`config.mk`:
```
export PLATFORM = sky130hd
export DESIGN_NAME = gpm_general_pin
export DESIGN_NICKNAME = d
export VERILOG_FILES = /design/src/hdl/gpm_pkg.sv /design/src/hdl/gpm_general_pin.sv
export SDC_FILE = /design/constraint.sdc
export NUM_CORES = 1
export LEC_CHECK = 0
export BUFFER_PORTS_ARGS = -buffer_cell sky130_fd_sc_hd__buf_2
export CAP_MARGIN = 10
export CORE_ASPECT_RATIO = 1.75
export CORE_MARGIN = 4
export CORE_UTILIZATION = 45
export CTS_CLUSTER_DIAMETER = 40
export DETAILED_ROUTE_END_ITERATION = 7
export HOLD_SLACK_MARGIN = 0.08
export PLACE_DENSITY_LB_ADDON = 0.12
export SLEW_MARGIN = 20
export SYNTH_ARGS = -nofsm -noshare
export SYNTH_HDL_FRONTEND = slang
export SYNTH_SLANG_ARGS = --single-unit
```
`constraint.sdc`:
```
create_clock -name clk -period 2.35 [get_ports clk]
set_input_delay 0.235 -clock clk [delete_from_list [all_inputs] [get_ports clk]]
set_output_delay 0.235 -clock clk [all_outputs]
set_load 0.1 [all_outputs]
```
`src/hdl/gpm_pkg.sv`:
```
// Constants, types and carriers for the general pin mode multiplexer
// What this block does
// - Selector bits 14:12 give the bit position inside the chosen host byte.
// - Selector bits 11:8 give the page of the chosen host bit.
// - Selector bits 6:0 give the byte offset inside the chosen page.
// - Selector only matters in control or status mode, ignored otherwise.
// - Mode comes from bits 2:0 of the mode configuration register.
// - Mode 000: pin is input, level shown in bit 0 at 0x140.
// - Mode 001: pin is driven with bit 0 of register 0x0EF.
// - Mode 010: on any change, OR of pin and host bit is applied.
// - Mode 011: pin continuously mirrors the selected host register bit.
// - Old mode stays in force until the mode register is written.
// - Host map is 128-byte pages, page chosen by a page select register.
package gpm_pkg;

	// Widths of the host register map
	localparam int PAGE_W = 4;
	localparam int OFS_W  = 7;
	localparam int ABS_W  = PAGE_W + OFS_W;

	// Absolute addresses of the registers held here
	localparam logic [ABS_W-1:0] ADDR_SEL_HI = 11'h0e0;
	localparam logic [ABS_W-1:0] ADDR_SEL_LO = 11'h0e1;
	localparam logic [ABS_W-1:0] ADDR_CFG    = 11'h0e2;
	localparam logic [ABS_W-1:0] ADDR_OUT    = 11'h0ef;
	localparam logic [ABS_W-1:0] ADDR_INSTAT = 11'h140;
	// Page select sits at this offset in every page
	localparam logic [OFS_W-1:0] OFS_PAGE_SEL = 7'h7f;

	// Field positions
	localparam int SEL_BIT_LSB  = 12;
	localparam int SEL_PAGE_LSB = 8;
	localparam int SEL_OFS_LSB  = 0;
	localparam int MODE_LSB     = 0;
	localparam int MODE_W       = 3;

	// Writable masks, reserved bits stay zero
	localparam logic [7:0] MASK_SEL_HI = 8'h7f;
	localparam logic [7:0] MASK_SEL_LO = 8'h7f;
	localparam logic [7:0] MASK_CFG    = 8'h07;
	localparam logic [7:0] MASK_OUT    = 8'h01;

	// Reset values
	localparam logic [15:0] RST_SEL  = 16'h0000;
	localparam logic [7:0]  RST_CFG  = 8'h00;
	localparam logic [7:0]  RST_OUT  = 8'h00;
	localparam logic [7:0]  RST_PAGE = 8'h00;
	localparam logic [7:0]  RD_ZERO  = 8'h00;

	// Mode codes
	localparam logic [MODE_W-1:0] MODE_IN   = 3'h0;
	localparam logic [MODE_W-1:0] MODE_OUT  = 3'h1;
	localparam logic [MODE_W-1:0] MODE_CTRL = 3'h2;
	localparam logic [MODE_W-1:0] MODE_STAT = 3'h3;

	// Decoded pin role, one-hot
	typedef enum logic [4:0] {
		ROLE_IN   = 5'h01,
		ROLE_OUT  = 5'h02,
		ROLE_CTRL = 5'h04,
		ROLE_STAT = 5'h08,
		ROLE_SAFE = 5'h10
	} gpm_role_e;

	// Host register access request
	typedef struct packed {
		logic             wr;
		logic             rd;
		logic [OFS_W-1:0] addr;
		logic [7:0]       wdata;
	} gpm_host_req_s;

	// Whole state of the block
	typedef struct packed {
		logic [15:0] sel;
		logic [7:0]  cfg;
		logic [7:0]  outVal;
		logic        inStat;
		logic [7:0]  pageSel;
		gpm_role_e   role;
		logic        pinOut;
		logic        pinOe_b;
		logic        ctrlVal;
		logic        ctrlUpd;
		logic        prevPin;
		logic        prevBit;
		logic [7:0]  rdData;
		logic        rdValid;
	} gpm_state_s;

endpackage : gpm_pkg

```
`src/hdl/gpm_general_pin.sv`:
```
// General pin 0 mode multiplexer with its host registers
`timescale 1ns/10ps
`default_nettype none

module gpm_general_pin (
	// Clock and reset
	input  wire logic                       clk,
	input  wire logic                       rst_b,
	// Host register access
	input  wire gpm_pkg::gpm_host_req_s     hostReq,
	output logic [7:0]                      hostRdData,
	output logic                            hostRdValid,
	// Pin
	input  wire logic                       pinIn,
	output logic                            pinOut,
	output logic                            pinOe_b,
	// Selected host register bit
	output logic [gpm_pkg::ABS_W-1:0]       selAddr,
	output logic [2:0]                      selBitPos,
	input  wire logic                       selBitIn,
	// Controlled device function
	output logic                            ctrlValue,
	output logic                            ctrlUpdate
);

	gpm_pkg::gpm_state_s st;
	gpm_pkg::gpm_state_s stNext;

	// Mode code to pin role
	function automatic gpm_pkg::gpm_role_e decodeRole(input logic [gpm_pkg::MODE_W-1:0] mode);
		case (mode)
			gpm_pkg::MODE_IN:   decodeRole = gpm_pkg::ROLE_IN;
			gpm_pkg::MODE_OUT:  decodeRole = gpm_pkg::ROLE_OUT;
			gpm_pkg::MODE_CTRL: decodeRole = gpm_pkg::ROLE_CTRL;
			gpm_pkg::MODE_STAT: decodeRole = gpm_pkg::ROLE_STAT;
			default:            decodeRole = gpm_pkg::ROLE_SAFE;
		endcase
	endfunction : decodeRole

	// Page-relative offset to absolute map address
	function automatic logic [gpm_pkg::ABS_W-1:0] absAddr(input logic [7:0] page,
		input logic [gpm_pkg::OFS_W-1:0] ofs);
		absAddr = {page[gpm_pkg::PAGE_W-1:0], ofs};
	endfunction : absAddr

	logic [gpm_pkg::ABS_W-1:0] reqAbs;
	logic                      isPageSel;
	logic                      wrCfg;

	// Address decode of the current request
	assign reqAbs    = absAddr(st.pageSel, hostReq.addr);
	assign isPageSel = (hostReq.addr == gpm_pkg::OFS_PAGE_SEL);
	assign wrCfg     = hostReq.wr && !isPageSel && (reqAbs == gpm_pkg::ADDR_CFG);

	// Next state
	always_comb begin
		stNext = st;
		stNext.ctrlUpd = 1'b0;
		stNext.rdValid = 1'b0;

		// Register writes, reserved bits masked off except in page select, which keeps all 8 bits
		if (hostReq.wr) begin
			if (isPageSel) begin
				stNext.pageSel = hostReq.wdata;
			end else begin
				case (reqAbs)
					gpm_pkg::ADDR_SEL_HI: stNext.sel[15:8] = hostReq.wdata & gpm_pkg::MASK_SEL_HI;
					gpm_pkg::ADDR_SEL_LO: stNext.sel[7:0] = hostReq.wdata & gpm_pkg::MASK_SEL_LO;
					gpm_pkg::ADDR_CFG:    stNext.cfg = hostReq.wdata & gpm_pkg::MASK_CFG;
					gpm_pkg::ADDR_OUT:    stNext.outVal = hostReq.wdata & gpm_pkg::MASK_OUT;
					default:              stNext.outVal = st.outVal;
				endcase
			end
		end

		// Role changes only with the mode register
		stNext.role = decodeRole(stNext.cfg[gpm_pkg::MODE_LSB +: gpm_pkg::MODE_W]);

		// Register reads, unmapped reads give zero
		if (hostReq.rd) begin
			stNext.rdValid = 1'b1;
			if (isPageSel) begin
				stNext.rdData = st.pageSel;
			end else begin
				case (reqAbs)
					gpm_pkg::ADDR_SEL_HI: stNext.rdData = st.sel[15:8];
					gpm_pkg::ADDR_SEL_LO: stNext.rdData = st.sel[7:0];
					gpm_pkg::ADDR_CFG:    stNext.rdData = st.cfg;
					gpm_pkg::ADDR_OUT:    stNext.rdData = st.outVal;
					gpm_pkg::ADDR_INSTAT: stNext.rdData = {7'h00, st.inStat};
					default:              stNext.rdData = gpm_pkg::RD_ZERO;
				endcase
			end
		end

		// Pin behaviour per role
		stNext.prevPin = pinIn;
		stNext.prevBit = selBitIn;
		case (stNext.role)
			gpm_pkg::ROLE_IN: begin
				stNext.pinOe_b = 1'b1;
				stNext.pinOut  = 1'b0;
				stNext.inStat  = pinIn;
			end
			gpm_pkg::ROLE_OUT: begin
				stNext.pinOe_b = 1'b0;
				stNext.pinOut  = stNext.outVal[0];
			end
			gpm_pkg::ROLE_CTRL: begin
				stNext.pinOe_b = 1'b1;
				stNext.pinOut  = 1'b0;
				// Apply on entry and on any change of pin or host bit
				if ((st.role != gpm_pkg::ROLE_CTRL) || (pinIn != st.prevPin) || (selBitIn != st.prevBit)) begin
					stNext.ctrlUpd = 1'b1;
					stNext.ctrlVal = pinIn | selBitIn;
				end
			end
			gpm_pkg::ROLE_STAT: begin
				stNext.pinOe_b = 1'b0;
				stNext.pinOut  = selBitIn;
			end
			default: begin
				stNext.pinOe_b = 1'b1;
				stNext.pinOut  = 1'b0;
			end
		endcase
	end

	// State register
	always_ff @(posedge clk or negedge rst_b) begin
		if (!rst_b) begin
			st.sel     <= gpm_pkg::RST_SEL;
			st.cfg     <= gpm_pkg::RST_CFG;
			st.outVal  <= gpm_pkg::RST_OUT;
			st.inStat  <= 1'b0;
			st.pageSel <= gpm_pkg::RST_PAGE;
			st.role    <= gpm_pkg::ROLE_IN;
			st.pinOut  <= 1'b0;
			st.pinOe_b <= 1'b1;
			st.ctrlVal <= 1'b0;
			st.ctrlUpd <= 1'b0;
			st.prevPin <= 1'b0;
			st.prevBit <= 1'b0;
			st.rdData  <= gpm_pkg::RD_ZERO;
			st.rdValid <= 1'b0;
		end else begin
			st <= stNext;
		end
	end

	// Outputs straight from the state register
	assign hostRdData  = st.rdData;
	assign hostRdValid = st.rdValid;
	assign pinOut      = st.pinOut;
	assign pinOe_b     = st.pinOe_b;
	assign selAddr     = {st.sel[gpm_pkg::SEL_PAGE_LSB +: gpm_pkg::PAGE_W],
		st.sel[gpm_pkg::SEL_OFS_LSB +: gpm_pkg::OFS_W]};
	assign selBitPos   = st.sel[gpm_pkg::SEL_BIT_LSB +: 3];
	assign ctrlValue   = st.ctrlVal;
	assign ctrlUpdate  = st.ctrlUpd;
endmodule : gpm_general_pin

`default_nettype wire

```
==> reports/results.tsv, run 1 <==
stage	metric	value	unit
run_status	status	finished, final reports clean	
worst_hold_path	Hold Crit Depth	1	
worst_hold_path	Worst Hold Class	in2reg	
critical_path	reg-to-reg slack, setup	280	ps
place	dpl cell area	2460	sq um
sta	Achievable Freq	483	MHz
routing	WL per Instance	18.4	um
routing	drt first pass iters	4	
yosys	synthesized area	2310	sq um
sta	Clock Skew	11.2	ps
die	Site Rows	34	
critical_path	reg2reg start	reqAbs[8]	
yosys	ys flop type	dfrtp_1	
yosys	post-synthesis sequential area ratio	51.1	%
yosys	FF+latch count, synth	47	
die	Initial Utilization	46.3	%
routing	initial drt markers	45	
sta	max_slew headroom	66.4	%
clock_network	Max clock buf depth	2	
global_routing	antenna violations before repair	0	
yosys	Post-synth ARST share	100	%
critical_path	worst-path cell with the longest stage delay	and4b_1	
sta	final period utilization	88.1	%
final_layout	area occupied by multi-input gates	931	sq um
critical_path	Critical Path, Cell by Cell	and4b_1 -> nand2_1 -> nor4_4 -> and2_1 -> mux2_1	
clock_network	CTS clk-pin slew, worst paths	80	ps
global_routing	largest net degree at the start of global routing	20	
sta	Tmin final	2070	ps
power_and_ir_drop	maximum vdd ir drop	0.462	mV
clock_network	clock sink total	47	
final_layout	Filler cells	444	
global_routing	first-pass GRT wire length	8640	um
routing	number of vias per cell	5.65	
critical_path	Worst Path Required	2540	ps
place	GP Congestion	0.827	
clock_network	TritonCTS Buffers	5	
worst_hold_path	hold path start	selBitIn	
critical_path	endpoint class of the critical path	flip-flop	
run	max cap viols	0	
clock_network	H-tree depth	2	
routing	Residual DRC	0	
global_routing	vias in the first global route	1712	
clock_network	post_cts resized	0	
critical_path	CP Max Fanout	7	
power_and_ir_drop	Pwr Density	628	nW/um^2
sta	RSZ-0062 raised after global routing	no	
power_and_ir_drop	Tot Pwr	0.00162	W
sta	endpoints failing setup	0	
sta	Max Slew Vio Count	0	
clock_network	CTS tree	yes	
final_layout	area of all placed cells without fillers	2580	sq um
final_layout	Reg area	1180	sq um
critical_path	worst endpoint data arrival time	2260	ps
worst_hold_path	Endpoint, Worst Hold	st[9]	
die	Core Area	4980	sq um
power_and_ir_drop	P_leak	1.29	nW
global_routing	Total GRT Usage	17.5	%
routing	final antenna-violating net count	0	
final_layout	layout cells sized above 1	40.9	%
die	chip width	62.1	um
sta	final hold viol count	0	
global_routing	gr ovfl total	0	
critical_path	crit start category	flip-flop	
critical_path	max incr delay on CP	440	ps
critical_path	R2R Path End	selAddr[0]	
routing	via count	1605	
yosys	syn_area_per_cell	11.9	sq um
place	dpl hpwl	4140	um
routing	final WL	5220	um
yosys	Post-synth EDFFs	0	
clock_network	Clock Tree Root	clkbuf_8	
yosys	Post-Syn Nets	215	
die	die area	6380	sq um
final_layout	synth-to-layout area growth	11.8	%
critical_path	r2r worst-path depth	5	
yosys	Distinct cells, synth	43	
yosys	Syn Inst Count	194	
critical_path	Setup Crit Path Kind	reg2reg	
final_layout	Final Util	51.8	%
yosys	Ys Warns	0	
clock_network	later-pin clock latency in the skew report	310	ps
sta	Worst Tran Pin Value	502	ps
die	IO Pins	48	
die	DIE HEIGHT	103	um
place	IO buf count	47	
final_layout	antenna diode count	0	
sta	Fin Setup TNS	0	ps
final_layout	final layout net count	250	
cell usage in the layout (no fill, tap or decap), types with 2 or more instances in the layout:
| cell | instances |
|---|---|
| buf_2 | 47 |
| dfrtp_1 | 45 |
| mux2_2 | 20 |
| nand2_1 | 14 |
| nor2_1 | 12 |
| mux2_1 | 8 |
| a221oi_1 | 7 |
| clkbuf_8 | 7 |
| buf_4 | 6 |
| nand3_1 | 5 |
| o21ai_0 | 5 |
| a21oi_1 | 5 |
| nor3_1 | 3 |
| a31oi_1 | 3 |
| nor3_4 | 2 |
| nor2_2 | 2 |
| inv_1 | 2 |
| and2_1 | 2 |
| o21a_1 | 2 |
| nand2b_1 | 2 |
| nand4_1 | 2 |
| nor4b_1 | 2 |
| xor2_1 | 2 |
| nor4_1 | 2 |
| and3_1 | 2 |
| dfstp_2 | 2 |
synth_stat cells (all sizes together) (2+ instances only):
master  count  area, sq um
nand2      14         52.6
o21a        2         15.0
and3        2         12.5
nor2       14         57.6
o21ai       6         41.3
a31oi       3         18.8
buf        25          185
dfrtp      45         1130
nor4b       2         17.5
mux2       29          330
a21oi       5         25.0
xor2        2         17.5
and2        2         12.5
nand2b      2         12.5
inv         2         7.51
nor4        3         33.8
dfstp       2         52.6
nand4       4         46.3
nand3       5         25.0
nor3        6         57.6
a221oi      7         61.3
metal layers:
layer	part of all wire (%)	track usage (%)
met1	35	17.3
met4	2.4	7.51
met2	60	34.3
met5	0	0
met3	3.5	3.71
logic make-up after synthesis:
logic type | after synthesis | synth area share [%]
AND/OR/NAND/NOR | 60 | 16.5
buffers and inverters | 28 | 8.52
flip-flops | 47 | 51.1
AO/OA/AOI/OAI | 28 | 8.79
multiplexers | 29 | 14.3
XOR/XNOR | 2 | 0.760
what timing repair did:
item,4_1_cts,5_1_grt
hold buffers,1,0
endpoints found under the hold margin,11,0
setup buffers,0,0
critical path, delay by kind of cell (launching register included):
kind | cells | cell delay (ps)
multiplexers | 1 | 360
flip-flops | 1 | 410
AND/OR/NAND/NOR | 4 | 1190
registers in the layout, summed over array words and instances, names as in the netlist:
| register | count |
|---|---|
| pinOut | 1 |
| ctrlUpdate | 1 |
| reqAbs | 4 |
| hostRdValid | 1 |
| selBitPos | 3 |
| selAddr | 11 |
| pinOe_b | 1 |
| hostRdData | 8 |
| ctrlValue | 1 |
| st | 16 |
stage by stage:
stage / setup slack, ps / std cells / hold slack, ps
finish: 279 / 284 / 104
global route: 133 / 284 / 112
CTS: 259 / 284 / 101
detailed placement: 270 / 275 / 134
global placement: 341 / 275 / 126
floorplan: 408 / 194 / -60.6
where the power goes:
group	internal (W)	total (W)	switching (W)	leakage (nW)
sequential	0.000836	0.000854	0.0000177	0.624
clock	0.000268	0.000540	0.000272	0.0505
combinational	0.0000540	0.000227	0.000173	0.614
worst max path at each step:
stage / slack (ps) / startpoint / cells after the start / end
after global routing: 130 / reqAbs[8] / 5 / selAddr[1]
after floorplan: 410 / reqAbs[8] / 7 / selAddr[0]
final: 280 / reqAbs[8] / 5 / selAddr[0]
after global placement: 340 / reqAbs[8] / 5 / selAddr[1]
after CTS: 260 / reqAbs[8] / 5 / selAddr[1]
after detailed placement: 270 / reqAbs[8] / 5 / selAddr[1]
final cells by class:
cell class,instances,share of cell area (%)
clock buffer,7,3.74
clock inverter,1,0.291
inverter,2,0.291
multi-input combinational,119,36.1
sequential,47,45.7
tap,54,2.62
timing repair buffer,54,11.3
(Power assumes the default switching activity.)
==> run 2: changes to the inputs <==
CORE_UTILIZATION = 54   (was 45)
==> run 2 against run 1 <==
  * Clock skew is 2.2 ps lower
  * Sequential share of layout area is 0.54 points higher
  * Worst setup slack better by 8.8 ps
  * Final cell count is 2.1% lower
  * Flip-flop and latch count stayed put
  * Routed wire length is 2.8% higher
  * Critical endpoint is now selAddr[6]
==> reports/results.tsv, run 2 (same netlist as run 1, synthesis figures left out) <==
stage	metric	value	unit	change
global_routing	gr ovfl total	0		unchanged
final_layout	layout cells sized above 1	40.6	%	was 40.9%
critical_path	Buf+Inv Stages, Crit Path	0		unchanged
global_routing	vias in the first global route	1776		was 1712
sta	Tmin final	2060	ps	was 2070 ps
critical_path	endpoint class of the critical path	flip-flop		unchanged
clock_network	clock sink total	47		unchanged
routing	final WL	5370	um	was 5220 um
die	Site Rows	31		was 34
clock_network	post-CTS setup buffer count	0		unchanged
die	die area	5420	sq um	was 6380 sq um
sta	Worst Tran Pin Value	561	ps	was 502 ps
critical_path	CP Max Fanout	7		unchanged
critical_path	max incr delay on CP	420	ps	was 440 ps
clock_network	TritonCTS Buffers	5		unchanged
power_and_ir_drop	Pwr Density	616	nW/um^2	was 628 nW/um^2
place	IO buf count	47		unchanged
final_layout	area occupied by multi-input gates	931	sq um	unchanged
global_routing	first-pass GRT wire length	8740	um	was 8640 um
global_routing	antenna violations before repair	0		unchanged
routing	drt first pass iters	4		unchanged
critical_path	Critical Path, Cell by Cell	and4b_1 -> nand2_1 -> nor4_4 -> and2_1 -> mux2_1		unchanged
critical_path	cell family with most CP delay	simple AND/OR/NAND/NOR gates		unchanged
final_layout	final layout net count	249		was 250
place	GP Congestion	0.812		was 0.827
place	dpl hpwl	4190	um	was 4140 um
die	Initial Utilization	55.6	%	was 46.3%
sta	final hold viol count	0		unchanged
run_status	status	finished, final reports clean		unchanged
power_and_ir_drop	P_leak	1.28	nW	was 1.29 nW
sta	Clock Skew	8.98	ps	was 11.2 ps
sta	Fin Setup TNS	0	ps	unchanged
clock_network	Max clock buf depth	2		unchanged
critical_path	Worst Path Required	2540	ps	about the same
final_layout	Non-Filler Instances	278		was 284
final_layout	Filler cells	356		was 444
clock_network	H-tree depth	2		unchanged
clock_network	CTS tree	yes		unchanged
critical_path	worst-path cell with the longest stage delay	and4b_1		unchanged
die	Core Area	4150	sq um	was 4980 sq um
final_layout	max reg flops	16		unchanged
final_layout	highest-count cells in the layout ignoring fill and taps	buf_2, dfrtp_1, mux2_2, nand2_1, nor2_1		unchanged
clock_network	later-pin clock latency in the skew report	310	ps	about the same
critical_path	Setup Crit Path Kind	reg2reg		unchanged
run	max cap viols	0		unchanged
sta	final period utilization	87.8	%	was 88.1%
die	DIE HEIGHT	94.4	um	was 103 um
sta	Achievable Freq	485	MHz	was 483 MHz
global_routing	Total GRT Usage	21.5	%	was 17.5%
final_layout	synth-to-layout area growth	10.5	%	was 11.8%
routing	via count	1623		was 1605
final_layout	antenna diode count	0		unchanged
sta	max_slew headroom	62.4	%	was 66.4%
sta	endpoints failing setup	0		unchanged
place	dpl cells	269		was 275
final_layout	Largest Register	st		unchanged
routing	WL per Instance	19.3	um	was 18.4 um
final_layout	Reg area	1180	sq um	unchanged
clock_network	Clock Tree Root	clkbuf_8		unchanged
clock_network	CTS clk-pin slew, worst paths	90	ps	was 80 ps
global_routing	largest net degree at the start of global routing	20		unchanged
power_and_ir_drop	maximum vdd ir drop	0.403	mV	was 0.462 mV
die	IO Pins	48		unchanged
routing	initial drt markers	46		was 45
routing	number of vias per cell	5.84		was 5.65
sta	RSZ-0062 raised after global routing	no		unchanged
routing	final antenna-violating net count	0		unchanged
worst_hold_path	Worst Hold Class	in2reg		unchanged
die	chip width	57.4	um	was 62.1 um
critical_path	crit start category	flip-flop		unchanged
final_layout	commonest non-fill, non-tap cell in the layout	buf_2		unchanged
critical_path	worst endpoint data arrival time	2250	ps	was 2260 ps
sta	Max Slew Vio Count	0		unchanged
routing	Residual DRC	0		unchanged
run 2: cell types whose count changed in the layout (fill, tap and decap cells not counted):
cell        before  now
clkbuf_8         7    5
clkinv_2         0    2
buf_4            6    5
inv_6            0    1
clkinvlp_4       1    0
run 2: path summary, 6_finish.rpt:
path	from	end	slack [ps]	depth (start not counted)
max	reqAbs[8]	selAddr[6]	290	5
min	selBitIn	st[9]	110	1
max reg2reg	reqAbs[8]	selAddr[6]	290	5
min reg2reg	ctrlValue	ctrlValue	490	1
max in group asynchronous	rst_b	pinOe_b	1250	3
min in group asynchronous	rst_b	hostRdData[7]	410	2
run 2: timing repair:
action                                 in CTS  in global routing
hold buffers                                1                  0
endpoints found under the hold margin      16                  0
gates resized for setup                     0                  0
run 2: metal layers:
layer / routed length (um) / part of all wire [%] / GRT usage, % / vias to the layer above
met5: 0 / 0 / 0 / -
met4: 245 / 4.6 / 12.8 / 0
met3: 209 / 3.9 / 3.97 / 19
met2: 3090 / 58 / 40.8 / 51
met1: 1820 / 34 / 20.7 / 810
li1: - / - / - / 743
run 2: area by class of cell:
| cell class | count | area share [%] |
|---|---|---|
| clock buffers | 5 | 2.70 |
| clock inverters | 3 | 0.736 |
| inverters | 2 | 0.295 |
| multi-input cells | 119 | 36.5 |
| flip-flops and latches | 47 | 46.2 |
| well taps | 49 | 2.41 |
| repair buffers | 53 | 11.1 |
run 2: worst reg2reg max path, stage by stage, from the launching register on:
cell,delay (ps)
dfrtp_1,410
and4b_1,420
nand2_1,160
nor4_4,240
and2_1,360
mux2_1,370
run 2: metrics by stage:
| step | util [%] | hold slack, ps | setup slack (ps) | instance area (sq um) | power, W |
|---|---|---|---|---|---|
| finish | 61.4 | 108 | 287 | 2550 | 0.00157 |
| global route | 61.4 | 107 | 162 | 2550 | 0.00165 |
| CTS | 61.4 | 102 | 284 | 2550 | 0.00159 |
| detailed placement | 59.1 | 205 | 301 | 2450 | 0.00110 |
| global placement | 59.1 | 201 | 363 | 2450 | 0.00109 |
| floorplan | - | -60.6 | 408 | 2310 | 0.00103 |
run 2: power breakdown:
group	internal [W]	switching, W	total, W	leakage (nW)
logic	0.0000541	0.000174	0.000228	0.609
registers	0.000836	0.0000191	0.000855	0.624
clock network	0.000210	0.000277	0.000486	0.0483
total	0.00110	0.000470	0.00157	1.28
